==> src/hw/bitop_pkg.sv <==
// constants, types and encodings shared by the bit-op / complement decoder
// assumes a 16-bit program word, 8-bit data path and a 14-bit data address
package bitop_pkg;

  // widths
  localparam int DATA_W = 8;
  localparam int ADDR_W = 14;
  localparam int WORD_W = 16;
  localparam int BANK_W = 6;
  localparam int REG_ADDR_W = 3;

  // opcode fields: upper nibble, upper six bits, whole words
  localparam logic [3:0] OPC_BIT_CLEAR = 4'h9;
  localparam logic [3:0] OPC_BIT_SET = 4'h8;
  localparam logic [3:0] OPC_BIT_TOGGLE = 4'h7;
  localparam logic [3:0] OPC_SKIP_ZERO = 4'hb;
  localparam logic [3:0] OPC_SKIP_ONE = 4'ha;
  localparam logic [3:0] OPC_MOVE_FIRST = 4'hc;
  localparam logic [3:0] OPC_FILLER = 4'hf;
  localparam logic [5:0] OPC_COMPLEMENT = 6'h07;
  localparam logic [15:0] WORD_WDT_CLEAR = 16'h0004;
  localparam logic [15:0] WORD_NOP = 16'h0000;

  // instruction field positions
  localparam int F_OPC4_LSB = 12;
  localparam int F_OPC6_LSB = 10;
  localparam int F_BIT_LSB = 9;
  localparam int F_DEST_BIT = 9;
  localparam int F_ACCESS_BIT = 8;
  localparam int F_MOVE_LSB = 0;
  localparam int MOVE_ADDR_W = 12;

  // move confines bank select to the lower 4k: top two bank bits forced low
  localparam logic [1:0] MOVE_BANK_FORCE = 2'h0;
  // highest operand treated as an indexed literal offset (95)
  localparam logic [7:0] INDEXED_LAST = 8'h5f;

  // software register offsets
  localparam logic [2:0] REG_CTRL = 3'h0;
  localparam logic [2:0] REG_BANK = 3'h1;
  localparam logic [2:0] REG_WORK = 3'h2;
  localparam logic [2:0] REG_STATUS = 3'h3;
  localparam logic [2:0] REG_PC_LO = 3'h4;
  localparam logic [2:0] REG_PC_HI = 3'h5;

  // bit positions in control and status
  localparam int CTRL_RUN_BIT = 0;
  localparam int CTRL_EXT_BIT = 1;
  localparam int STAT_NEG_BIT = 0;
  localparam int STAT_ZERO_BIT = 1;
  localparam int STAT_PD_BIT = 2;
  localparam int STAT_TO_BIT = 3;

  // reset values
  localparam logic [1:0] CTRL_RESET = 2'h0;
  localparam logic [3:0] STATUS_RESET = 4'hc;

  // four clock phases per instruction cycle
  typedef enum logic [1:0] {
    PH_DECODE  = 2'b00,
    PH_READ    = 2'b01,
    PH_PROCESS = 2'b10,
    PH_WRITE   = 2'b11
  } phase_t;

  typedef enum logic [3:0] {
    OP_NOP        = 4'b0000,
    OP_BIT_CLEAR  = 4'b0001,
    OP_BIT_SET    = 4'b0010,
    OP_BIT_TOGGLE = 4'b0011,
    OP_SKIP_ZERO  = 4'b0100,
    OP_SKIP_ONE   = 4'b0101,
    OP_COMPLEMENT = 4'b0110,
    OP_WDT_CLEAR  = 4'b0111,
    OP_MOVE_SRC   = 4'b1000,
    OP_MOVE_DST   = 4'b1001
  } op_t;

  // data memory request, one bundle toward the file registers
  typedef struct packed {
    logic rd;
    logic wr;
    logic [ADDR_W-1:0] addr;
    logic [DATA_W-1:0] wdata;
  } dmem_req_t;

endpackage

==> src/hw/bitop_decoder.sv <==
// bit clear/set/toggle, bit-test skips, watchdog clear, complement and the
// register-to-register move of an 8-bit core, with fetch and four-phase timing
// assumes a combinational program memory answering prog_addr in the same cycle
// and a data memory answering a read strobe with data in the following cycle
//
// The plain strobed port and the register addresses were decided locally.
`timescale 1ns/1ps

module bitop_decoder #(
  parameter int PC_W = 14,
  parameter logic [bitop_pkg::BANK_W-1:0] ACCESS_HI_BANK = 6'h3f
) (
  // clock and reset
  input wire logic clk,
  input wire logic reset,
  // program memory
  output logic [PC_W-1:0] prog_addr,
  input wire logic [bitop_pkg::WORD_W-1:0] prog_rdata,
  // data memory
  output bitop_pkg::dmem_req_t dmem_req,
  input wire logic [bitop_pkg::DATA_W-1:0] dmem_rdata,
  // indexed literal offset base
  input wire logic [bitop_pkg::ADDR_W-1:0] index_base,
  // watchdog
  output logic wdt_clear,
  // software register port
  input wire logic [bitop_pkg::REG_ADDR_W-1:0] reg_addr,
  input wire logic [bitop_pkg::DATA_W-1:0] reg_wdata,
  input wire logic reg_wr,
  input wire logic reg_rd,
  output logic [bitop_pkg::DATA_W-1:0] reg_rdata
);
  import bitop_pkg::*;

  phase_t phase;
  logic [WORD_W-1:0] ir;
  logic [PC_W-1:0] pc;
  logic move_pending;
  logic [DATA_W-1:0] move_data;
  logic [DATA_W-1:0] result;
  logic result_neg;
  logic result_zero;
  logic skip_taken;
  logic [1:0] ctrl;
  logic [BANK_W-1:0] bank_select_reg;
  logic [DATA_W-1:0] working_reg;
  logic neg_flag;
  logic zero_flag;
  logic timeout_flag;
  logic power_down_flag;

  op_t op;
  logic [2:0] bit_sel;
  logic [DATA_W-1:0] bit_mask;
  logic [DATA_W-1:0] operand;
  logic dest_file;
  logic access_sel;
  logic [ADDR_W-1:0] eff_addr;
  logic [ADDR_W-1:0] move_addr;
  logic needs_read;
  logic writes_file;
  logic run;
  logic ext_enable;

  assign run = ctrl[CTRL_RUN_BIT];
  assign ext_enable = ctrl[CTRL_EXT_BIT];
  assign prog_addr = pc;

  // instruction decode; unrecognised words, including fillers with no move pending, run as nop
  always_comb begin
    op = OP_NOP;
    if (ir[WORD_W-1:F_OPC4_LSB] == OPC_BIT_CLEAR) begin
      op = OP_BIT_CLEAR;
    end else if (ir[WORD_W-1:F_OPC4_LSB] == OPC_BIT_SET) begin
      op = OP_BIT_SET;
    end else if (ir[WORD_W-1:F_OPC4_LSB] == OPC_BIT_TOGGLE) begin
      op = OP_BIT_TOGGLE;
    end else if (ir[WORD_W-1:F_OPC4_LSB] == OPC_SKIP_ZERO) begin
      op = OP_SKIP_ZERO;
    end else if (ir[WORD_W-1:F_OPC4_LSB] == OPC_SKIP_ONE) begin
      op = OP_SKIP_ONE;
    end else if (ir[WORD_W-1:F_OPC6_LSB] == OPC_COMPLEMENT) begin
      op = OP_COMPLEMENT;
    end else if (ir == WORD_WDT_CLEAR) begin
      op = OP_WDT_CLEAR;
    end else if (ir[WORD_W-1:F_OPC4_LSB] == OPC_MOVE_FIRST) begin
      op = OP_MOVE_SRC;
    end else if (ir[WORD_W-1:F_OPC4_LSB] == OPC_FILLER && move_pending) begin
      // a filler carries data only when its first word fetched it
      op = OP_MOVE_DST;
    end
  end

  // operand fields
  assign bit_sel = ir[F_BIT_LSB +: 3];
  assign bit_mask = 8'h01 << bit_sel;
  assign operand = ir[DATA_W-1:0];
  assign dest_file = ir[F_DEST_BIT];
  assign access_sel = ir[F_ACCESS_BIT];
  assign move_addr = {MOVE_BANK_FORCE, ir[F_MOVE_LSB +: MOVE_ADDR_W]};

  // effective data address of the single-word operand;
  // indexed offsets win over the low access bank while the extended set is on
  always_comb begin
    if (access_sel) begin
      eff_addr = {bank_select_reg, operand};
    end else if (ext_enable && operand <= INDEXED_LAST) begin
      eff_addr = ADDR_W'(index_base + {6'h00, operand});
    end else if (operand <= INDEXED_LAST) begin
      eff_addr = {6'h00, operand};
    end else begin
      eff_addr = {ACCESS_HI_BANK, operand};
    end
  end

  // which operations touch the file
  always_comb begin
    needs_read = 1'b0;
    writes_file = 1'b0;
    case (op)
      OP_BIT_CLEAR, OP_BIT_SET, OP_BIT_TOGGLE: begin
        needs_read = 1'b1;
        writes_file = 1'b1;
      end
      OP_SKIP_ZERO, OP_SKIP_ONE, OP_MOVE_SRC: begin
        needs_read = 1'b1;
      end
      OP_COMPLEMENT: begin
        needs_read = 1'b1;
        writes_file = dest_file;
      end
      OP_MOVE_DST: begin
        writes_file = 1'b1;
      end
      default: begin
        needs_read = 1'b0;
      end
    endcase
  end

  // phase sequencer; a stopped core parks at decode between cycles
  // clearing run mid-cycle lets the instruction in flight finish first
  always_ff @(posedge clk) begin
    if (reset) begin
      phase <= PH_DECODE;
    end else begin
      case (phase)
        PH_DECODE: begin
          if (run) begin
            phase <= PH_READ;
          end
        end
        PH_READ: phase <= PH_PROCESS;
        PH_PROCESS: phase <= PH_WRITE;
        PH_WRITE: phase <= PH_DECODE;
        default: phase <= PH_DECODE;
      endcase
    end
  end

  // data memory strobes: read through the read phase, write through the write phase
  // the address is registered at decode so it stands still until the write
  always_ff @(posedge clk) begin
    if (reset) begin
      dmem_req <= '0;
    end else begin
      dmem_req.rd <= 1'b0;
      dmem_req.wr <= 1'b0;
      if (phase == PH_DECODE && run) begin
        dmem_req.addr <= (op == OP_MOVE_SRC || op == OP_MOVE_DST) ? move_addr : eff_addr;
        dmem_req.rd <= needs_read;
      end else if (phase == PH_PROCESS && writes_file) begin
        dmem_req.wr <= 1'b1;
        dmem_req.wdata <= next_result();
      end
    end
  end

  // data processing on the source byte, ready during the process phase
  function automatic logic [DATA_W-1:0] next_result();
    logic [DATA_W-1:0] value;
    value = dmem_rdata;
    case (op)
      OP_BIT_CLEAR: value = dmem_rdata & ~bit_mask;
      OP_BIT_SET: value = dmem_rdata | bit_mask;
      OP_BIT_TOGGLE: value = dmem_rdata ^ bit_mask;
      OP_COMPLEMENT: value = ~dmem_rdata;
      OP_MOVE_DST: value = move_data;
      default: value = dmem_rdata;
    endcase
    return value;
  endfunction

  // latch result and flag candidates at the process phase
  always_ff @(posedge clk) begin
    if (reset) begin
      result <= '0;
      result_neg <= 1'b0;
      result_zero <= 1'b0;
    end else if (phase == PH_PROCESS) begin
      result <= next_result();
      result_neg <= next_result() >> (DATA_W - 1) != 8'h00;
      result_zero <= next_result() == 8'h00;
    end
  end

  // skip decision, held from the process phase into the write-phase fetch;
  // the nop cycle that follows clears it again at its own process phase
  always_ff @(posedge clk) begin
    if (reset) begin
      skip_taken <= 1'b0;
    end else if (phase == PH_PROCESS) begin
      skip_taken <= (op == OP_SKIP_ZERO && (dmem_rdata & bit_mask) == 8'h00)
        || (op == OP_SKIP_ONE && (dmem_rdata & bit_mask) != 8'h00);
    end
  end

  // source byte of a move, kept until its filler word writes it out
  always_ff @(posedge clk) begin
    if (reset) begin
      move_data <= '0;
    end else if (phase == PH_PROCESS && op == OP_MOVE_SRC) begin
      move_data <= dmem_rdata;
    end
  end

  // watchdog clear pulse stands for the write phase only
  always_ff @(posedge clk) begin
    if (reset) begin
      wdt_clear <= 1'b0;
    end else begin
      wdt_clear <= phase == PH_PROCESS && op == OP_WDT_CLEAR;
    end
  end

  // program counter: one step per instruction cycle, skipped words included
  always_ff @(posedge clk) begin
    if (reset) begin
      pc <= '0;
    end else if (phase == PH_WRITE) begin
      pc <= PC_W'(pc + 1'b1);
    end
  end

  // marks the next word as the filler of a move whose first word ran;
  // a skipped first word leaves it low, so its filler runs as a second nop
  always_ff @(posedge clk) begin
    if (reset) begin
      move_pending <= 1'b0;
    end else if (phase == PH_WRITE) begin
      move_pending <= op == OP_MOVE_SRC && !skip_taken;
    end
  end

  // fetch: a taken skip drops the prefetched word and runs a nop in its slot
  always_ff @(posedge clk) begin
    if (reset) begin
      ir <= WORD_NOP;
    end else if (phase == PH_WRITE) begin
      if (skip_taken) begin
        ir <= WORD_NOP;
      end else begin
        ir <= prog_rdata;
      end
    end
  end

  // control bits: run and extended-set enable, software-owned
  always_ff @(posedge clk) begin
    if (reset) begin
      ctrl <= CTRL_RESET;
    end else if (reg_wr && reg_addr == REG_CTRL) begin
      ctrl <= reg_wdata[1:0];
    end
  end

  // bank select is software-owned; the core only reads it
  always_ff @(posedge clk) begin
    if (reset) begin
      bank_select_reg <= '0;
    end else if (reg_wr && reg_addr == REG_BANK) begin
      bank_select_reg <= reg_wdata[BANK_W-1:0];
    end
  end

  // working register: the core's write wins over a software write
  always_ff @(posedge clk) begin
    if (reset) begin
      working_reg <= '0;
    end else if (phase == PH_WRITE && op == OP_COMPLEMENT && !dest_file) begin
      working_reg <= result;
    end else if (reg_wr && reg_addr == REG_WORK) begin
      working_reg <= reg_wdata;
    end
  end

  // status flags; hardware sets beat a software write in the same cycle
  always_ff @(posedge clk) begin
    if (reset) begin
      {timeout_flag, power_down_flag, zero_flag, neg_flag} <= STATUS_RESET;
    end else begin
      if (reg_wr && reg_addr == REG_STATUS) begin
        neg_flag <= reg_wdata[STAT_NEG_BIT];
        zero_flag <= reg_wdata[STAT_ZERO_BIT];
        power_down_flag <= reg_wdata[STAT_PD_BIT];
        timeout_flag <= reg_wdata[STAT_TO_BIT];
      end
      if (phase == PH_WRITE && op == OP_COMPLEMENT) begin
        neg_flag <= result_neg;
        zero_flag <= result_zero;
      end
      if (phase == PH_WRITE && op == OP_WDT_CLEAR) begin
        timeout_flag <= 1'b1;
        power_down_flag <= 1'b1;
      end
    end
  end

  // register read port, data in the cycle after the strobe
  always_ff @(posedge clk) begin
    if (reset) begin
      reg_rdata <= '0;
    end else if (reg_rd) begin
      case (reg_addr)
        REG_CTRL: reg_rdata <= {6'h00, ctrl};
        REG_BANK: reg_rdata <= {2'h0, bank_select_reg};
        REG_WORK: reg_rdata <= working_reg;
        REG_STATUS: reg_rdata <= {4'h0, timeout_flag, power_down_flag, zero_flag, neg_flag};
        REG_PC_LO: reg_rdata <= pc[DATA_W-1:0];
        REG_PC_HI: reg_rdata <= DATA_W'(pc >> DATA_W);
        default: reg_rdata <= '0;
      endcase
    end else begin
      reg_rdata <= '0;
    end
  end

endmodule // bitop_decoder

==> config.mk <==
export PLATFORM = sky130hd
export DESIGN_NAME = bitop_decoder
export DESIGN_NICKNAME = d
export VERILOG_FILES = /design/src/hw/bitop_pkg.sv /design/src/hw/bitop_decoder.sv
export SDC_FILE = /design/constraint.sdc
export NUM_CORES = 1
export LEC_CHECK = 0
export BUFFER_PORTS_ARGS = -buffer_cell sky130_fd_sc_hd__buf_2
export CORE_MARGIN = 3
export CORE_UTILIZATION = 57
export CTS_CLUSTER_DIAMETER = 100
export DETAILED_ROUTE_END_ITERATION = 8
export GPL_TIMING_DRIVEN = 0
export PLACE_DENSITY = 0.81
export SYNTH_ARGS = -nofsm -noshare
export SYNTH_HDL_FRONTEND = slang
export SYNTH_SLANG_ARGS = --single-unit
==> constraint.sdc <==
create_clock -name clk -period 2.5 [get_ports clk]
set_input_delay 0.375 -clock clk [delete_from_list [all_inputs] [get_ports clk]]
set_output_delay 0.375 -clock clk [all_outputs]
set_load 0.01 [all_outputs]
# Yosys cells after proc, flatten, opt, wreduce, memory -nomap -nowiden
# Cells that the tools add are included.
dict set report word_totals {
  ff_bits 105
  inputBits 53
  output_inout_bits 47
  word_cells 124
}
dict set report classes {
  n_addsub 2
  order_cmp 1
  n_eq_ne 27
  shifts 1
  mux 29
  n_bitwise 8
  reduce_logical 34
}
# cell count
set op_table {}
lappend op_table {{two-way mux 14 bit} 4}
lappend op_table {{one-hot mux 8 bit (6 select lines)} 1}
lappend op_table {{one-hot mux 8 bit (5 select lines)} 1}
lappend op_table {{two-way mux 4 bit} 9}
lappend op_table {{equality test 4 bit, second input constant} 8}
lappend op_table {{two-way mux 8 bit} 4}
lappend op_table {{equality test 4 x 3 -> 1 bit, second input constant} 5}
lappend op_table {{AND 8 bit} 2}
lappend op_table {{equality test 16 x 3 -> 1 bit, second input constant} 1}
lappend op_table {{logical AND 1 bit} 16}
lappend op_table {{logical NOT 8 bit} 2}
lappend op_table {{two-way mux 16 bit} 1}
lappend op_table {{NOT 8 bit} 2}
lappend op_table {{adder 14 x 1 -> 14 bit, second input constant} 1}
lappend op_table {{adder 14 x 8 -> 14 bit} 1}
lappend op_table {{equality test 4 x 2 -> 1 bit, second input constant} 2}
lappend op_table {{<= comparator 8 x 7 -> 1 bit, second input constant} 1}
lappend op_table {{OR 8 bit} 1}
lappend op_table {{one-hot mux 2 bit (4 select lines)} 1}
lappend op_table {{nonzero test 8 bit} 1}
lappend op_table {{OR reduction 2 bit} 4}
lappend op_table {{<< shifter 1 x 3 -> 8 bit, first input constant} 1}
lappend op_table {{XOR 8 bit} 1}
lappend op_table {{OR reduction 7 bit} 1}
lappend op_table {{other kinds (19)} 31}

# Logic depth before layout (Yosys ltp)
dict set report depth {
  word_depth 16
  ltp_mapped 10
}

# Least setup slack after synthesis
# OpenSTA, ideal clock, no wires.
dict set report synth_path {
  path_type {reg-to-reg}
  startpoint {register ir[11]}
  endpoint {register result_zero}
  setup_ns 0.092
  arrival_ns 2.166
  t_required_ns 2.408
  setup_slack_ns 0.242
  stages_incl_launch_ff 10
  n_path_buf 1
  synth_period_minus_slack_ns 2.258
  path_cell_list {dfxtp_1 clkbuf_1 or3b_2 ha_1 nand2b_1 a32oi_1 o211ai_1 mux2_4 nand4b_1 o32ai_1}
}
dict set report synth_via {
  elab_chain_len 13
  elab_cells_between_ends 23
  classes_between {eq/ne (7); shift (1); mux (10); bitwise (4); reduce/logical (1)}
}
# element line
set synth_rtl {}
lappend synth_rtl {{from (decl)} bitop_decoder.sv:36} ;# logic [WORD_W-1:0] ir;
lappend synth_rtl {{from (signal assigned)} bitop_decoder.sv:263} ;# ir <= prog_rdata;
lappend synth_rtl {{equality test 16 x 3 -> 1 bit} bitop_decoder.sv:84} ;# end else if (ir == WORD_WDT_CLEAR) begin
lappend synth_rtl {{two-way mux 4 bit} bitop_decoder.sv:84}
lappend synth_rtl {{two-way mux 4 bit} bitop_decoder.sv:82} ;# end else if (ir[WORD_W-1:F_OPC6_LSB] == OPC_COMPLEMENT) begin
lappend synth_rtl {{two-way mux 4 bit} bitop_decoder.sv:80} ;# end else if (ir[WORD_W-1:F_OPC4_LSB] == OPC_SKIP_ONE) begin
lappend synth_rtl {{two-way mux 4 bit} bitop_decoder.sv:78} ;# end else if (ir[WORD_W-1:F_OPC4_LSB] == OPC_SKIP_ZERO) begin
lappend synth_rtl {{two-way mux 4 bit} bitop_decoder.sv:76} ;# end else if (ir[WORD_W-1:F_OPC4_LSB] == OPC_BIT_TOGGLE) begin
lappend synth_rtl {{two-way mux 4 bit} bitop_decoder.sv:74} ;# end else if (ir[WORD_W-1:F_OPC4_LSB] == OPC_BIT_SET) begin
lappend synth_rtl {{two-way mux 4 bit} bitop_decoder.sv:72} ;# if (ir[WORD_W-1:F_OPC4_LSB] == OPC_BIT_CLEAR) begin
lappend synth_rtl {{equality test 4 bit (tied with other cells)} bitop_decoder.sv:183} ;# case (op)
lappend synth_rtl {{one-hot mux 8 bit (5 select lines) (*)} bitop_decoder.sv:183}
lappend synth_rtl {{two-way mux 8 bit (*)} bitop_decoder.sv:200} ;# end else if (phase == PH_PROCESS) begin
lappend synth_rtl {{two-way mux 8 bit (*)} bitop_decoder.sv:196} ;# if (reset) begin
lappend synth_rtl {{logical NOT 8 bit (*)} bitop_decoder.sv:203} ;# result_zero <= next_result() == 8'h00;
lappend synth_rtl {{to (signal assigned)} bitop_decoder.sv:199} ;# result_zero <= 1'b0;
lappend synth_rtl {{to (signal assigned)} bitop_decoder.sv:203}
lappend synth_rtl {{to (decl)} bitop_decoder.sv:42} ;# logic result_zero;
# Every way passes the cells marked *; elsewhere a longest branch is shown, timed or not. The select of a mux whose other input is x is not followed.
# A chain may end at the register's enable or synchronous reset.

# Final worst setup path
dict set report layout_path {
  startpoint {register ir[13]}
  endpoint {register move_data[0]}
}
dict set report layout_via {
  elab_chain_len 13
  elab_cells_between_ends 21
  classes_between {eq/ne (10); mux (9); reduce/logical (2)}
}
# element line
set layout_rtl {}
lappend layout_rtl {{equality test 4 bit} bitop_decoder.sv:88} ;# end else if (ir[WORD_W-1:F_OPC4_LSB] == OPC_FILLER && move_pending) begin
lappend layout_rtl {{logical AND 1 bit} bitop_decoder.sv:88}
lappend layout_rtl {{two-way mux 4 bit} bitop_decoder.sv:88}
lappend layout_rtl {{two-way mux 4 bit} bitop_decoder.sv:86} ;# end else if (ir[WORD_W-1:F_OPC4_LSB] == OPC_MOVE_FIRST) begin
lappend layout_rtl {{two-way mux 4 bit} bitop_decoder.sv:84}
lappend layout_rtl {{two-way mux 4 bit} bitop_decoder.sv:82}
lappend layout_rtl {{two-way mux 4 bit} bitop_decoder.sv:80}
lappend layout_rtl {{two-way mux 4 bit} bitop_decoder.sv:78}
lappend layout_rtl {{two-way mux 4 bit} bitop_decoder.sv:76}
lappend layout_rtl {{two-way mux 4 bit} bitop_decoder.sv:74}
lappend layout_rtl {{two-way mux 4 bit (*)} bitop_decoder.sv:72}
lappend layout_rtl {{equality test 4 bit (*)} bitop_decoder.sv:222} ;# end else if (phase == PH_PROCESS && op == OP_MOVE_SRC) begin
lappend layout_rtl {{logical AND 1 bit (*)} bitop_decoder.sv:222}
lappend layout_rtl {{to (signal assigned)} bitop_decoder.sv:223} ;# move_data <= dmem_rdata;
lappend layout_rtl {{to (decl)} bitop_decoder.sv:39} ;# logic [DATA_W-1:0] move_data;
# Every way passes the cells marked *; elsewhere a longest branch is shown, timed or not.

==> flow_metrics.env <==
export IMPL_clk_latency_ns=0.38
export IMPL_portBuffers=95
export IMPL_final_util=0.695
export IMPL_ys_flop_type="dfxtp_1"
export IMPL_wire_per_inst_microns=18.0
export IMPL_numCtsBuffers=9
export IMPL_start_kind="flop"
export IMPL_reg2reg_depth=8
export IMPL_powerDensity_mw_per_mm2=501
export IMPL_ys_warn_count=0
export IMPL_drt_iter0_markers=414
export IMPL_status="complete, no violations"
export IMPL_worstSetupEndpointType="flop"
export IMPL_cp_arrival_ns=2.68
export IMPL_drc=0
export IMPL_initial_core_util=0.597
export IMPL_num_vias=5662
export IMPL_fillCellCount=840
export IMPL_synth_top_area_cell="dfxtp_1"
export IMPL_synth_edf_count=0
export IMPL_groute_usage_overall=0.291
export IMPL_max_slew_worst_pin_slew_ns=0.898
export IMPL_crit_buf_inv=2
export IMPL_synth_most_common_cell="nor2_1"
export IMPL_fin_cells=926
export IMPL_die_h_microns=108
export IMPL_top_register="dmem_req"
export IMPL_cts_sinks=104
export IMPL_fin_nets=879
export IMPL_placementRows=36
export IMPL_place_gp_congestion=0.944
export IMPL_avgViaCountPerCell=6.11
export IMPL_r2r_slack_ns=0.08
export IMPL_die_w_microns=108
export IMPL_cpLargestDelayFamily="simple AND/OR/NAND/NOR gates"
export IMPL_fin_crit_sh=0.967
export IMPL_netlist_instances=681
export IMPL_ys_top_cells_by_area="dfxtp_1 35%, mux2i_1 8.6%, ha_1 7.8%"
export IMPL_hold_buffers=0
export IMPL_synthTopCellsByCount="106 x nor2_1, 104 x dfxtp_1, 51 x mux2i_1"
export IMPL_crit_chain="buf_6 > nand4bb_1 > nor2_1 > or4_1 > or4b_1 > buf_6 > mux2i_1 > nor2_1"
export IMPL_met1_length_mm=7.08
export IMPL_antenna_left=0
export IMPL_hold_end="ir[2]"
export IMPL_setup_viol=0
export IMPL_root_buffer="clkbuf_8"
export IMPL_skew_ns=0.0113
export IMPL_crit_fanout=8
export IMPL_drtPass1Iterations=5
export IMPL_hold_path_class="in2reg"
export IMPL_synth_cell_types=68
export IMPL_die_area_sq_mm=0.0116
export IMPL_max_clock_freq_ghz=0.413
export IMPL_final_cell_area_sq_mm=0.00688
export IMPL_io_pins=100
export IMPL_grt_max_degree=21
export IMPL_synthesis_nets=772
export IMPL_synth_top_cell_area_share=0.352
export IMPL_drv_slew=0
export IMPL_drv_cap=0
export IMPL_wl_mm=16.7
export IMPL_slew_headroom=0.400
export IMPL_clk_pin_slew_ns=0.11
export IMPL_cp_required_ns=2.76
export IMPL_min_from="prog_rdata[2]"
export IMPL_synth_area_per_cell_sq_um=8.69
export IMPL_dp_hpwl_mm=12.4
export IMPL_crit_slowest_cell="or4_1"
export IMPL_period_needed_ns=2.42
export IMPL_worstSetupPathType="reg2reg"
export IMPL_netlist_area_sq_mm=0.00592
export IMPL_whs_ns=0.227
export IMPL_drive_above_1_share=0.202
export IMPL_antenna_found_initial=0
export IMPL_highest_layer="met4"
export IMPL_largest_register_ffs=24
export IMPL_p_leak_nw=3.04
export IMPL_hold_depth=3
export IMPL_worst_slack_ns=0.0813
export IMPL_dp_cells=909
export IMPL_placed_area_sq_mm=0.00656
export IMPL_core_area_sq_mm=0.00991
export IMPL_hold_viol=0
export IMPL_ir_worst_vdd_uv=357
export IMPL_cts_buffer_depth=2
export IMPL_cts_tree="done"
export IMPL_area_delta_synth_final_pct=16.3
export IMPL_r2r_start="ir[13]"
export IMPL_grt_overflow=0
export IMPL_rr_endpoint="move_data[0]"
export IMPL_slowest_delay_ns=0.56
export IMPL_cts_htree_levels=3
export IMPL_synth_seq_cells=104
export IMPL_grt_pass1_vias=5421
export IMPL_wl_met3_mm=1.24
export IMPL_antenna_cells=0
export IMPL_grt_pass1_wl_mm=26.8
export IMPL_dp_slack_ns=-0.397
export IMPL_yosysSeqAreaShare=0.352
export IMPL_synth_async_reset_ratio=0
export IMPL_wl_met2_mm=7.89
==> area by class of cell <==
type / instances / area, sq um / share of cell area
clock inverter: 7 / 96.3 / 0.0140
inverter: 31 / 116 / 0.0169
tap: 133 / 166 / 0.0242
timing repair buffer: 98 / 498 / 0.0724
buffer: 44 / 209 / 0.0304
sequential: 104 / 2090 / 0.303
multi-input combinational: 500 / 3590 / 0.521
clock buffer: 9 / 124 / 0.0180
==> what timing repair did <==
action	4_1_cts	5_1_grt
pin swaps	0	3
endpoints found under the setup margin	26	41
resized for setup	10	21
setup buffers	0	3
hold endpoints to repair	0	0
==> layout by cell type, fill, tap and decap left out, types with 4 or more instances in the layout <==
cell,synthesis,routed
a211oi_1,26,24
a21o_1,5,5
a21oi_1,16,16
a221oi_1,4,4
a22oi_1,27,27
and3_1,6,6
buf_2,5,101
buf_4,0,4
buf_6,3,4
clkbuf_1,36,29
clkbuf_8,0,9
dfxtp_1,104,101
ha_1,37,37
inv_1,30,30
mux2_2,10,10
mux2i_1,51,51
nand2_1,30,30
nand2b_1,12,12
nand3_1,14,14
nand3b_1,5,5
nand4_1,5,5
nor2_1,106,105
nor2b_1,7,7
nor3_1,10,9
nor4_1,6,5
o2111ai_1,8,7
o211ai_1,6,6
o21a_1,5,5
o21ai_0,21,20
xnor2_1,7,7
xor2_1,14,14
==> tightest hold or removal path, cell delays in order <==
cell and delay, ns:
buf_2 0.08, a22oi_1 0.05, nor2_1 0.07
==> logic make-up after synthesis <==
family | Yosys count | share of synthesized area
AO/OA/AOI/OAI | 146 | 0.178
XOR/XNOR | 21 | 0.0311
adder cells (fa/ha/maj) | 38 | 0.0816
buffers and inverters | 77 | 0.0537
flip-flops | 104 | 0.352
multiplexers | 62 | 0.108
AND/OR/NAND/NOR | 233 | 0.196
==> power breakdown <==
group          switching, mW  internal, mW
Combinational          0.317         0.213
Sequential            0.0433          1.71
Clock                  0.666         0.495
==> per-layer routing <==
metal | global-route usage | up-vias
met1 | 0.386 | 2696
met2 | 0.475 | 258
met5 | 0 | -
li1 | - | 2663
met3 | 0.0468 | 45
met4 | 0.107 | 0
==> worst max path at each step <==
stage / from / to / slack (ns) / depth (start not counted)
floorplan: ir[11] / result_zero / 0.24 / 9
global placement: ir[13] / dmem_req[7] / -0.45 / 6
CTS: ir[9] / result[1] / 0.004 / 9
finish: ir[13] / move_data[0] / 0.08 / 8
global route: ir[12] / dmem_req[17] / -0.03 / 7
detailed placement: ir[13] / dmem_req[7] / -0.40 / 6
==> stage by stage <==
step / total power [mW] / setup TNS, ns
after global placement: 2.28 / -5.43
after floorplan: 2.13 / 0
after CTS: 3.44 / 0
final: 3.45 / 0
after global routing: 3.58 / -0.0284
after detailed placement: 2.30 / -5.36
Note: power is estimated with default switching activity, not from simulation.
